File: src/dpmbx_pkg.sv
/*
  package for the host-side controller of a two-port shared ram with mailboxes.
  assumes a clocked host that drives both ports of the ram synchronously to sys_clk.
*/
package dpmbx_pkg;
  localparam int ADDR_W = 11;
  localparam int DATA_W = 8;
  // mailbox word offsets in the shared ram
  localparam logic [10:0] MBX_RIGHT_TO_LEFT = 11'h3fe;
  localparam logic [10:0] MBX_LEFT_TO_RIGHT = 11'h3ff;
  // most significant address bit position; not referenced, segmentation indexes bit 10 directly
  localparam int SEG_BIT = ADDR_W - 1;
  // cycles a port access stays on the pins
  localparam logic [1:0] ACC_CYCLES = 2'h2;

  typedef struct packed {
    logic [10:0] addr;
    logic [7:0] wdata;
    logic wr;
  } dpmbx_req_t;

  typedef enum logic [1:0] {
    DPMBX_IDLE = 2'b00,
    DPMBX_WAIT = 2'b01,
    DPMBX_ACC = 2'b10,
    DPMBX_DONE = 2'b11
  } dpmbx_state_t;
endpackage : dpmbx_pkg

File: src/dpmbx_port.sv
/*
  one port sequencer: takes a request, stalls while the device reports busy,
  holds the access for a fixed count and returns read data from a flip-flop.
  assumes the device pins are sampled synchronously to sys_clk.
*/
module dpmbx_port (
  // clock and reset
  input wire logic sys_clk,
  input wire logic reset_n,
  // user side
  input wire logic req_valid,
  input wire dpmbx_pkg::dpmbx_req_t req,
  output logic req_ready,
  output logic done,
  output logic [7:0] rdata,
  // device side
  input wire logic busy_n,
  input wire logic [7:0] dq_in,
  output logic [7:0] dq_out,
  output logic dq_oe_n,
  output logic [10:0] addr,
  output logic ce_n,
  output logic we_n,
  output logic oe_n
);
  dpmbx_pkg::dpmbx_state_t state;
  dpmbx_pkg::dpmbx_state_t next_state;
  dpmbx_pkg::dpmbx_req_t hold;
  dpmbx_pkg::dpmbx_req_t next_hold;
  logic [1:0] cnt;
  logic [1:0] next_cnt;
  logic [7:0] next_rdata;

  ////////////////////////////////////////////////////////////////////////////
  always_comb
  begin
    next_state = state;
    next_hold = hold;
    next_cnt = cnt;
    next_rdata = rdata;
    case (state)
      dpmbx_pkg::DPMBX_IDLE:
      begin
        if (req_valid)
        begin
          next_hold = req;
          next_state = dpmbx_pkg::DPMBX_WAIT;
        end
      end
      dpmbx_pkg::DPMBX_WAIT:
      begin
        // stall while the device flags a matching address
        if (busy_n)
        begin
          next_cnt = dpmbx_pkg::ACC_CYCLES;
          next_state = dpmbx_pkg::DPMBX_ACC;
        end
      end
      dpmbx_pkg::DPMBX_ACC:
      begin
        // busy mid-access restarts the wait; data from a contended cycle is untrusted
        if (!busy_n)
          next_state = dpmbx_pkg::DPMBX_WAIT;
        else if (cnt == 2'h1)
        begin
          next_rdata = dq_in;
          next_state = dpmbx_pkg::DPMBX_DONE;
        end
        else
          next_cnt = cnt - 2'h1;
      end
      dpmbx_pkg::DPMBX_DONE: next_state = dpmbx_pkg::DPMBX_IDLE;
      default: next_state = dpmbx_pkg::DPMBX_IDLE;
    endcase
  end

  always_ff @(posedge sys_clk)
  begin
    if (!reset_n)
    begin
      state <= dpmbx_pkg::DPMBX_IDLE;
      hold <= '0;
      cnt <= 2'h0;
      rdata <= 8'h00;
    end
    else
    begin
      state <= next_state;
      hold <= next_hold;
      cnt <= next_cnt;
      rdata <= next_rdata;
    end
  end

  ////////////////////////////////////////////////////////////////////////////
  assign req_ready = (state == dpmbx_pkg::DPMBX_IDLE);
  assign done = (state == dpmbx_pkg::DPMBX_DONE);
  assign addr = hold.addr;
  assign dq_out = hold.wdata;
  assign ce_n = (state != dpmbx_pkg::DPMBX_ACC);
  assign we_n = !((state == dpmbx_pkg::DPMBX_ACC) && hold.wr);
  assign oe_n = !((state == dpmbx_pkg::DPMBX_ACC) && !hold.wr);
  assign dq_oe_n = we_n;

  a_no_acc_busy: assert property (@(posedge sys_clk) disable iff (!reset_n)
    (state == dpmbx_pkg::DPMBX_ACC && !busy_n) |=> (state == dpmbx_pkg::DPMBX_WAIT))
    else $error("access continued while busy");
endmodule : dpmbx_port

File: src/dpmbx_host.sv
/*
  host-side controller for a two-port shared ram with contention busy and mailboxes.
  drives both ports, optionally segments the address space with a bank select,
  and sends or collects mailbox status words.
  assumes the device answers within the fixed access count and is synchronous to sys_clk.
*/
// Behaviour
// - each port stalls its access while its busy is asserted.
// - left write to left_to_right_mailbox raises the right-port interrupt.
// - right read of left_to_right_mailbox releases the right-port interrupt.
// - right write to right_to_left_mailbox raises the left-port interrupt.
// - left read of right_to_left_mailbox releases the left-port interrupt.
// - segmented mode drives left msb with select and right msb with inverse.
// - toggling the segment select after a table update swaps the halves.
module dpmbx_host (
  // clock and reset
  input wire logic sys_clk,
  input wire logic reset_n,
  // left user port
  input wire logic l_valid,
  input wire dpmbx_pkg::dpmbx_req_t l_req,
  output logic l_ready,
  output logic l_done,
  output logic [7:0] l_rdata,
  // right user port
  input wire logic r_valid,
  input wire dpmbx_pkg::dpmbx_req_t r_req,
  output logic r_ready,
  output logic r_done,
  output logic [7:0] r_rdata,
  // mailbox helpers: one-cycle pulses
  input wire logic l_send,
  input wire logic r_send,
  input wire logic [7:0] send_word,
  output logic l_msg_valid,
  output logic [7:0] l_msg,
  output logic r_msg_valid,
  output logic [7:0] r_msg,
  // segmentation
  input wire logic seg_enable,
  input wire logic seg_swap,
  output logic seg_select,
  // device left pins
  input wire logic dev_busy_l_n,
  input wire logic dev_int_l_n,
  input wire logic [7:0] dev_dq_l_in,
  output logic [7:0] dev_dq_l_out,
  output logic dev_dq_l_oe_n,
  output logic [10:0] dev_addr_l,
  output logic dev_ce_l_n,
  output logic dev_we_l_n,
  output logic dev_oe_l_n,
  // device right pins
  input wire logic dev_busy_r_n,
  input wire logic dev_int_r_n,
  input wire logic [7:0] dev_dq_r_in,
  output logic [7:0] dev_dq_r_out,
  output logic dev_dq_r_oe_n,
  output logic [10:0] dev_addr_r,
  output logic dev_ce_r_n,
  output logic dev_we_r_n,
  output logic dev_oe_r_n
);
  dpmbx_pkg::dpmbx_req_t l_pick;
  dpmbx_pkg::dpmbx_req_t r_pick;
  logic l_go;
  logic r_go;
  logic l_mbx_rd;
  logic r_mbx_rd;
  logic next_l_mbx_rd;
  logic next_r_mbx_rd;
  logic next_seg_select;
  logic [7:0] next_l_msg;
  logic [7:0] next_r_msg;
  logic [10:0] l_addr_raw;
  logic [10:0] r_addr_raw;

  ////////////////////////////////////////////////////////////////////////////
  // request muxing: mailbox traffic is built here, user traffic passes through.
  // a pending interrupt takes priority so status is collected before it is overwritten.
  function automatic dpmbx_pkg::dpmbx_req_t mbx_req(input logic [10:0] a,
                                                   input logic w, input logic [7:0] d);
    dpmbx_pkg::dpmbx_req_t r;
    r.addr = a;
    r.wr = w;
    r.wdata = d;
    return r;
  endfunction : mbx_req

  always_comb
  begin
    l_pick = l_req;
    r_pick = r_req;
    l_go = l_valid;
    r_go = r_valid;
    next_l_mbx_rd = l_mbx_rd;
    next_r_mbx_rd = r_mbx_rd;
    if (l_ready)
    begin
      next_l_mbx_rd = 1'b0;
      if (!dev_int_l_n)
      begin
        // read clears the left interrupt and returns the status word
        l_pick = mbx_req(dpmbx_pkg::MBX_RIGHT_TO_LEFT, 1'b0, 8'h00);
        l_go = 1'b1;
        next_l_mbx_rd = 1'b1;
      end
      else if (l_send)
      begin
        l_pick = mbx_req(dpmbx_pkg::MBX_LEFT_TO_RIGHT, 1'b1, send_word);
        l_go = 1'b1;
      end
    end
    if (r_ready)
    begin
      next_r_mbx_rd = 1'b0;
      if (!dev_int_r_n)
      begin
        r_pick = mbx_req(dpmbx_pkg::MBX_LEFT_TO_RIGHT, 1'b0, 8'h00);
        r_go = 1'b1;
        next_r_mbx_rd = 1'b1;
      end
      else if (r_send)
      begin
        r_pick = mbx_req(dpmbx_pkg::MBX_RIGHT_TO_LEFT, 1'b1, send_word);
        r_go = 1'b1;
      end
    end
  end

  ////////////////////////////////////////////////////////////////////////////
  // segment select and captured status words
  always_comb
  begin
    next_seg_select = seg_select ^ seg_swap;
    next_l_msg = (l_done && l_mbx_rd) ? l_rdata : l_msg;
    next_r_msg = (r_done && r_mbx_rd) ? r_rdata : r_msg;
  end

  always_ff @(posedge sys_clk)
  begin
    if (!reset_n)
    begin
      seg_select <= 1'b0;
      l_mbx_rd <= 1'b0;
      r_mbx_rd <= 1'b0;
      l_msg <= 8'h00;
      r_msg <= 8'h00;
    end
    else
    begin
      seg_select <= next_seg_select;
      l_mbx_rd <= next_l_mbx_rd;
      r_mbx_rd <= next_r_mbx_rd;
      l_msg <= next_l_msg;
      r_msg <= next_r_msg;
    end
  end

  assign l_msg_valid = l_done && l_mbx_rd;
  assign r_msg_valid = r_done && r_mbx_rd;

  ////////////////////////////////////////////////////////////////////////////
  // port sequencers; each stalls on its own busy until it is released
  dpmbx_port u_left (
    .sys_clk(sys_clk),
    .reset_n(reset_n),
    .req_valid(l_go),
    .req(l_pick),
    .req_ready(l_ready),
    .done(l_done),
    .rdata(l_rdata),
    .busy_n(dev_busy_l_n),
    .dq_in(dev_dq_l_in),
    .dq_out(dev_dq_l_out),
    .dq_oe_n(dev_dq_l_oe_n),
    .addr(l_addr_raw),
    .ce_n(dev_ce_l_n),
    .we_n(dev_we_l_n),
    .oe_n(dev_oe_l_n)
  );

  dpmbx_port u_right (
    .sys_clk(sys_clk),
    .reset_n(reset_n),
    .req_valid(r_go),
    .req(r_pick),
    .req_ready(r_ready),
    .done(r_done),
    .rdata(r_rdata),
    .busy_n(dev_busy_r_n),
    .dq_in(dev_dq_r_in),
    .dq_out(dev_dq_r_out),
    .dq_oe_n(dev_dq_r_oe_n),
    .addr(r_addr_raw),
    .ce_n(dev_ce_r_n),
    .we_n(dev_we_r_n),
    .oe_n(dev_oe_r_n)
  );

  ////////////////////////////////////////////////////////////////////////////
  // segmentation overrides the msb on both ports so the addresses never meet;
  // mailbox locations then sit in different halves, a limitation of this mode
  assign dev_addr_l = seg_enable ? {seg_select, l_addr_raw[9:0]} : l_addr_raw;
  assign dev_addr_r = seg_enable ? {!seg_select, r_addr_raw[9:0]} : r_addr_raw;

  a_seg_msbs_differ: assert property (@(posedge sys_clk) disable iff (!reset_n)
    seg_enable |-> (dev_addr_l[10] != dev_addr_r[10]))
    else $error("segment msbs equal");
  a_seg_swap_toggle: assert property (@(posedge sys_clk) disable iff (!reset_n)
    seg_swap |=> (seg_select != $past(seg_select)))
    else $error("segment select did not toggle");
  a_left_int_read: assert property (@(posedge sys_clk) disable iff (!reset_n)
    (l_ready && !dev_int_l_n) |=> (!l_ready && l_mbx_rd))
    else $error("left interrupt not serviced");
  a_right_int_read: assert property (@(posedge sys_clk) disable iff (!reset_n)
    (r_ready && !dev_int_r_n) |=> (!r_ready && r_mbx_rd))
    else $error("right interrupt not serviced");
  a_left_msg_cap: assert property (@(posedge sys_clk) disable iff (!reset_n)
    l_msg_valid |=> (l_msg == $past(l_rdata)))
    else $error("left status word lost");
  a_right_msg_cap: assert property (@(posedge sys_clk) disable iff (!reset_n)
    r_msg_valid |=> (r_msg == $past(r_rdata)))
    else $error("right status word lost");
  a_left_send_wr: assert property (@(posedge sys_clk) disable iff (!reset_n)
    (l_ready && dev_int_l_n && l_send) |-> (l_pick.wr && l_pick.addr == 11'h3ff))
    else $error("left send wrong target");
  a_right_send_wr: assert property (@(posedge sys_clk) disable iff (!reset_n)
    (r_ready && dev_int_r_n && r_send) |-> (r_pick.wr && r_pick.addr == 11'h3fe))
    else $error("right send wrong target");
endmodule : dpmbx_host

File: config.mk
export PLATFORM = sky130hd
export DESIGN_NAME = dpmbx_host
export DESIGN_NICKNAME = d
export VERILOG_FILES = /design/src/dpmbx_pkg.sv /design/src/dpmbx_port.sv /design/src/dpmbx_host.sv
export SDC_FILE = /design/constraint.sdc
export NUM_CORES = 1
export LEC_CHECK = 0
export ABC_AREA = 1
export BUFFER_PORTS_ARGS = -buffer_cell sky130_fd_sc_hd__buf_2
export CORE_MARGIN = 3
export CORE_UTILIZATION = 45
export CTS_CLUSTER_SIZE = 16
export DETAILED_ROUTE_END_ITERATION = 16
export PLACE_DENSITY = 0.79
export SLEW_MARGIN = 25
export SYNTH_ARGS = -nofsm -noshare
export SYNTH_HDL_FRONTEND = slang
export SYNTH_SLANG_ARGS = --single-unit
File: constraint.sdc
create_clock -name sys_clk -period 3 [get_ports sys_clk]
set_clock_uncertainty 0.05 [all_clocks]
set_input_delay 0.45 -clock sys_clk [delete_from_list [all_inputs] [get_ports sys_clk]]
set_output_delay 0.45 -clock sys_clk [all_outputs]
set_load 0.01 [all_outputs]
==> results of run 1 <==
[state kept, by name (all words and copies together), names as in the netlist, 2 cells and up]
signal,flops
u_left.addr,11
u_right.addr,11
l_msg,8
r_msg,8
u_left.dq_out,8
u_left.rdata,8
u_right.dq_out,8
u_right.rdata,8
u_left.cnt,2
u_left.state,2
u_right.cnt,2
u_right.state,2
[kinds of logic (layout without fill, tap and decap cells)]
family	count (synthesis)	count (layout)	synth area share, %
DFF	83	83	44.1
buffers and inverters	105	219	15.7
AOI/OAI and AO/OA	147	147	20.1
and+or+nand+nor	168	168	19.1
xor gates and xnor gates	1	1	0.233
adders and majority gates	2	2	0.664
[stage by stage]
stage	cells	total power (W)
6_report	722	0.00282
3_5_place_dp	707	0.00197
2_1_floorplan	506	0.00185
4_1_cts	722	0.00284
5_1_grt	722	0.00298
3_3_place_gp	707	0.00195
[worst paths after layout]
path / to / slack [ns]
max: dev_oe_r_n / 0.89
min: u_left.addr[1] / 0.28
max reg2reg: u_left.addr[6] / 1.04
min reg2reg: l_msg[1] / 0.41
[synthesized netlist by cell type]
cell type / instances / area, sq um
a21oi_1: 60 / 300
clkinv_1: 3 / 11.3
buf_4: 40 / 300
dfxtp_1: 83 / 1660
nor3_1: 10 / 50.1
inv_2: 5 / 18.8
nand3_4: 1 / 17.5
nand2_1: 58 / 218
nor2_1: 76 / 285
nor2_2: 1 / 6.26
ha_1: 2 / 25.0
nand3_2: 1 / 10.0
nor2_4: 4 / 45.0
o21ai_1: 1 / 5.00
clkbuf_1: 8 / 30.0
clkbuf_2: 1 / 5.00
buf_2: 7 / 35.0
nand4_1: 1 / 6.26
buf_6: 5 / 56.3
buf_1: 1 / 3.75
a21boi_4: 1 / 18.8
o21ai_2: 2 / 17.5
or2_2: 2 / 12.5
o21ai_0: 83 / 415
clkinv_2: 1 / 5.00
nand3_1: 14 / 70.1
inv_1: 34 / 128
xnor2_1: 1 / 8.76
[area by class of cell]
cell class / instances / area [sq um]
inverters: 43 / 163
fillers: 790 / 3440
clock buffers: 10 / 138
flip-flops and latches: 83 / 1660
clock inverters: 5 / 77.6
well taps: 102 / 128
multi-input cells: 318 / 1510
repair buffers: 161 / 808
[per-layer routing]
layer  share of wire (%)  up-vias  global-route usage [%]
li1                    -     1825                       -
met1                  44     1602                    24.0
met2                  48      126                    32.2
met3                 7.0       15                    4.74
met4                 1.5        0                    7.56
met5                   0        -                       0
[layout by cell type, fill, tap and decap left out]
cell type,count
buf_2,160
o21ai_0,83
dfxtp_1,83
nor2_1,76
a21oi_1,60
nand2_1,58
inv_1,34
nand3_1,14
nor3_1,10
clkbuf_8,10
inv_2,5
nor2_4,4
clkinv_2,3
clkinv_1,3
or2_2,2
o21ai_2,2
ha_1,2
bufinv_16,2
nor2_2,1
xnor2_1,1
nand4_1,1
nand3_2,1
a21boi_4,1
o21ai_1,1
nand3_4,1
clkinvlp_4,1
buf_4,1
[worst min-delay path, delay by kind of cell]
family                 cells  cell delay [ns]
AND/OR/NAND/NOR            2             0.12
buffers and inverters      1             0.07
[power by group through the flow]
stage / Sequential, W / Clock (W) / Combinational (W)
after floorplan: 0.00132 / 0 / 0.000533
after global placement: 0.00133 / 0 / 0.000626
after detailed placement: 0.00133 / 0 / 0.000644
after CTS: 0.00130 / 0.000886 / 0.000647
after global routing: 0.00132 / 0.000936 / 0.000726
final: 0.00131 / 0.000868 / 0.000643
==> implementation parameters, run 1 <==
Parameter                              Value

Worst setup path
  Critical path data required time    2.50 ns
  Reg2reg start    u_left.state[0]
  Instance count on the critical path    5
  Critical path cell sequence    inv_1 > nor2_4 > inv_1 > or2_2 > buf_2
  WP buf/inv    3
  CP Launch Type    register
  Data arrival at the endpoint of the critical path    1.61 ns
  Startpoint-to-endpoint class of the critical path    register to primary output
  Maximum single-stage delay on the critical path    between 0.4 and 0.5 ns
  Crit path capture type    primary output
  Cell repeated most along the worst path    inv_1
  Launch point of the worst path    u_right.state[1]
  Cell with the biggest individual delay on the critical path    dfxtp_1
  Cell family with the largest share of critical-path delay    flip-flops
  Critical path peak fanout    5
  Depth of the worst register-to-register path    5

Placed design
  Buffers added on ports    160
  Placement-stage cell area    4270 sq um
  Post-Place Setup Slack    0.787 ns
  Final estimated routing congestion in global placement    0.846
  Dpl hpwl    7200 um

Power and ir drop
  Sequential power share    a little under half
  Switching power total    0.000864 W
  Peak ir drop on the vdd network    293 uV
  Switching share of power    a little under a third
  Portion of total power attributed to combinational logic    22.8%
  Ratio of total power to cell area    628 nW/um^2
  Design internal power    0.00195 W
  Part of the total power dissipated in the clock network    around 31%
  Leakage    2.15 nW

Cells and area
  Antenna diode count    0
  Final Net Count    around 690
  Final core occ    56.6%
  Layout Area Growth over Synthesis    19.1%
  Fraction of layout instances using a drive strength above 1    between 30% and 40%
  Finished layout cell area    approximately 4500 sq um

Status
  Status    complete, no violations

Clock network
  Root Driver    clkbuf_8
  Number of buffers added by the clock tree synthesis step    9
  H-tree Lvls    3
  Setup repair bufs after CTS    0
  Clock Latency Late Sink    approximately 0.33 ns
  Clock tree from TritonCTS    done
  Gates resized, CTS repair    0
  Number of buffers on the longest clock path    2
  CTS sink count    83
  Number of buffers inserted for hold repair after clock tree synthesis    0
  Clock transition at path regs    0.09 ns

Yosys
  Flip-flop and latch count after synthesis    83
  Sequential cell area fraction in the yosys report    44.1%
  Count of distinct cell types in the synthesized netlist    28
  Yosys warning total    0
  Post-Syn Area per Cell    7.44 sq um
  Synthesized instance count    between 500 and 600
  Mapped cell area    between 3000 and 4000 sq um
  Post-synth net total    584

Timing
  Final worst-path cycle share    between 70% and 80%
  Final setup violating endpoints    0
  RSZ-0062 raised after global routing    false
  Fin crit period    approximately 2.1 ns
  TNS Setup    0 ns
  Smallest hold slack    0.285 ns
  Final worst setup slack    roughly 0.89 ns
  Measured slew at the worst slew-check pin    slightly below 0.8 ns
  Max Transition Viols Final    0
  Relative max-transition margin    47.9%
  Hold violation count in the final report    0
  F_max    474 MHz

Route
  Detailed-route wire length per cell    ~13 um
  Number of iterations in the first detailed-routing pass    4
  Drc violations    0
  Vias per cell    4.94
  First DRT Iteration DRCs    ~140
  Via count    3568
  Number of nets with antenna violations after routing    0
  Total wire length    approximately 9500 um

Global routing
  First-pass GRT wire length    15300 um
  Pin count of the biggest net entering global routing    58
  Remaining Overflow, GRT    0
  Initial antenna violation count    0
  Tot GR Track Use    between 10% and 20%
  Vias in the first global route    3249

Floorplan
  X dimension of the die    97.5 um
  Rows    32
  Total die area    9500 sq um
  Floorplan Core Area    around 7900 sq um
  Initial standard-cell utilization of the core    47.5%
  Die extent in y    between 90 and 100 um
  Total I/O pin count    161

Min path
  Class of the tightest hold or removal check    primary input to register
  Hold path startpoint    l_req[10]
  Hold Crit Depth    3

Flow run
  Max Cap Violations    0
No activity file was read; power rests on OpenSTA's default activity.
==> run 2, diff against run 1 <==
CORE_UTILIZATION = 43   (was 45)
clock period = 1.81 ns   (was 3 ns; I/O delays follow)
==> implementation parameters, run 2 (synthesized netlist as in run 1, its figures left out) <==
Parameter                              Value

Status
  Status    complete, no violations

Route
  Total wire length    9640 um
  Number of iterations in the first detailed-routing pass    4
  Via count    between 3000 and 4000
  Detailed-route wire length per cell    13.1 um
  First DRT Iteration DRCs    104
  Number of nets with antenna violations after routing    0
  Drc violations    0
  Vias per cell    4.86

Worst setup path
  Cell with the biggest individual delay on the critical path    dfxtp_4
  Maximum single-stage delay on the critical path    0.38 ns
  Critical path data required time    1.49 ns
  Startpoint-to-endpoint class of the critical path    register to primary output
  Data arrival at the endpoint of the critical path    1.43 ns
  Critical path cell sequence    inv_2 > nor2_4 > inv_1 > or2_2 > buf_2
  Crit path capture type    primary output
  Critical path peak fanout    5
  CP Launch Type    register

Timing
  Relative max-transition margin    70.4%
  Max Transition Viols Final    0
  Final setup violating endpoints    0
  Smallest hold slack    0.109 ns
  Fin crit period    1.75 ns
  Measured slew at the worst slew-check pin    0.443 ns
  Final worst-path cycle share    96.6%
  F_max    about 570 MHz
  Hold violation count in the final report    0
  Final worst setup slack    0.0616 ns

Clock network
  Clock tree from TritonCTS    done
  Number of buffers inserted for hold repair after clock tree synthesis    0
  H-tree Lvls    3
  Root Driver    clkbuf_8
  Clock transition at path regs    0.09 ns
  Clock Latency Late Sink    between 0.3 and 0.4 ns
  Number of buffers added by the clock tree synthesis step    9
  Number of buffers on the longest clock path    2
  CTS sink count    83

Floorplan
  X dimension of the die    99.6 um
  Initial standard-cell utilization of the core    between 40 and 50%
  Floorplan Core Area    about 8300 sq um
  Die extent in y    between 90 and 100 um
  Rows    33
  Total I/O pin count    161
  Total die area    9920 sq um

Global routing
  Met1 capacity usage during global routing    23.9%
  Tot GR Track Use    between 10% and 20%
  Initial antenna violation count    0
  First-pass GRT wire length    around 15000 um
  GR met2 Demand/Resource    31.8%
  Most used routing layer in global routing    met2
  Vias in the first global route    3221
  Remaining Overflow, GRT    0
  Pin count of the biggest net entering global routing    36
  Fraction of met3 tracks used by global routing    about 4.2%

Power and ir drop
  Power after layout    roughly 0.0048 W
  Ratio of total power to cell area    1050 nW/um^2
  Peak ir drop on the vdd network    485 uV
  Leakage    2.20 nW

Cells and area
  Layout Area Growth over Synthesis    22.1%
  Final Net Count    roughly 700
  Most common library cell in the layout ignoring fill and taps    buf_2
  Final Instance Count excl. Fillers    734
  Fraction of layout instances using a drive strength above 1    ~33%
  Antenna diode count    0
  Top library cells by usage in the layout, fill and taps aside    buf_2, o21ai_0, dfxtp_1
  Final core occ    55.1%

Placed design
  Final estimated routing congestion in global placement    0.901
  Buffers added on ports    between 150 and 200
  Dpl hpwl    7240 um
  Post-Place Setup Slack    0.261 ns
  # placed instances    just over 700

Min path
  Class of the tightest hold or removal check    primary input to register

Flow run
  Max Cap Violations    0
==> run 2: changes by cell type in the layout (fill, tap and decap cells not counted), moves of 2 or more <==
cell | before | now
buf_4 | 1 | 8
inv_1 | 34 | 32
clkinv_2 | 3 | 1
inv_6 | 0 | 4
dfxtp_1 | 83 | 79
dfxtp_2 | 0 | 2
dfxtp_4 | 0 | 2
==> run 2: metrics by stage <==
step	setup TNS, ns	instance area, sq um
detailed placement	0	4330
global route	-0.000996	4600
CTS	-0.0440	4560
global placement	0	4330
finish	0	4600
floorplan	0	3770
==> run 2: what timing repair did <==
item,4_1_cts,5_1_grt
endpoints found under the setup margin,2,4
resized for setup,2,9
buffers inserted,0,2
pin swaps,0,1
==> run 2: report_power, final <==
part	total (W)	switching, W	internal (W)
clock	0.00152	0.000718	0.000800
sequential	0.00217	0.000137	0.00204
combinational	0.00113	0.000673	0.000455
==> run 2: final cells by class <==
class                   count  area (sq um)
fillers                   783          3740
flip-flops and latches     83          1670
multi-input cells         318          1510
repair buffers            169           887
inverters                  43           165
well taps                 105           131
clock buffers               9           124
clock inverters             7           104
==> run 2: critical path, delay by kind of cell, from the launching register on <==
| family | cells | cell delay, ns |
|---|---|---|
| buffers and inverters | 3 | 0.30 |
| DFF | 1 | 0.38 |
| and+or+nand+nor | 2 | 0.40 |
==> run 2: path summary, 6_finish.rpt <==
check | cells past startpoint | start | to | slack (ns)
max | 5 | u_left.state[1] | dev_oe_l_n | 0.06
min | 3 | l_req[17] | u_left.addr[8] | 0.11
max reg2reg | 4 | u_right.state[0] | u_right.addr[6] | 0.35
min reg2reg | 2 | u_right.rdata[5] | r_msg[5] | 0.41
==> run 2: per-layer routing <==
metal | wire length [um] | part of all wire, % | up-vias
met1 | 4180 | 43 | 1579
met5 | 0 | 0 | -
met2 | 4670 | 48 | 128
met4 | 134 | 1.4 | 0
li1 | - | - | 1846
met3 | 656 | 6.8 | 11
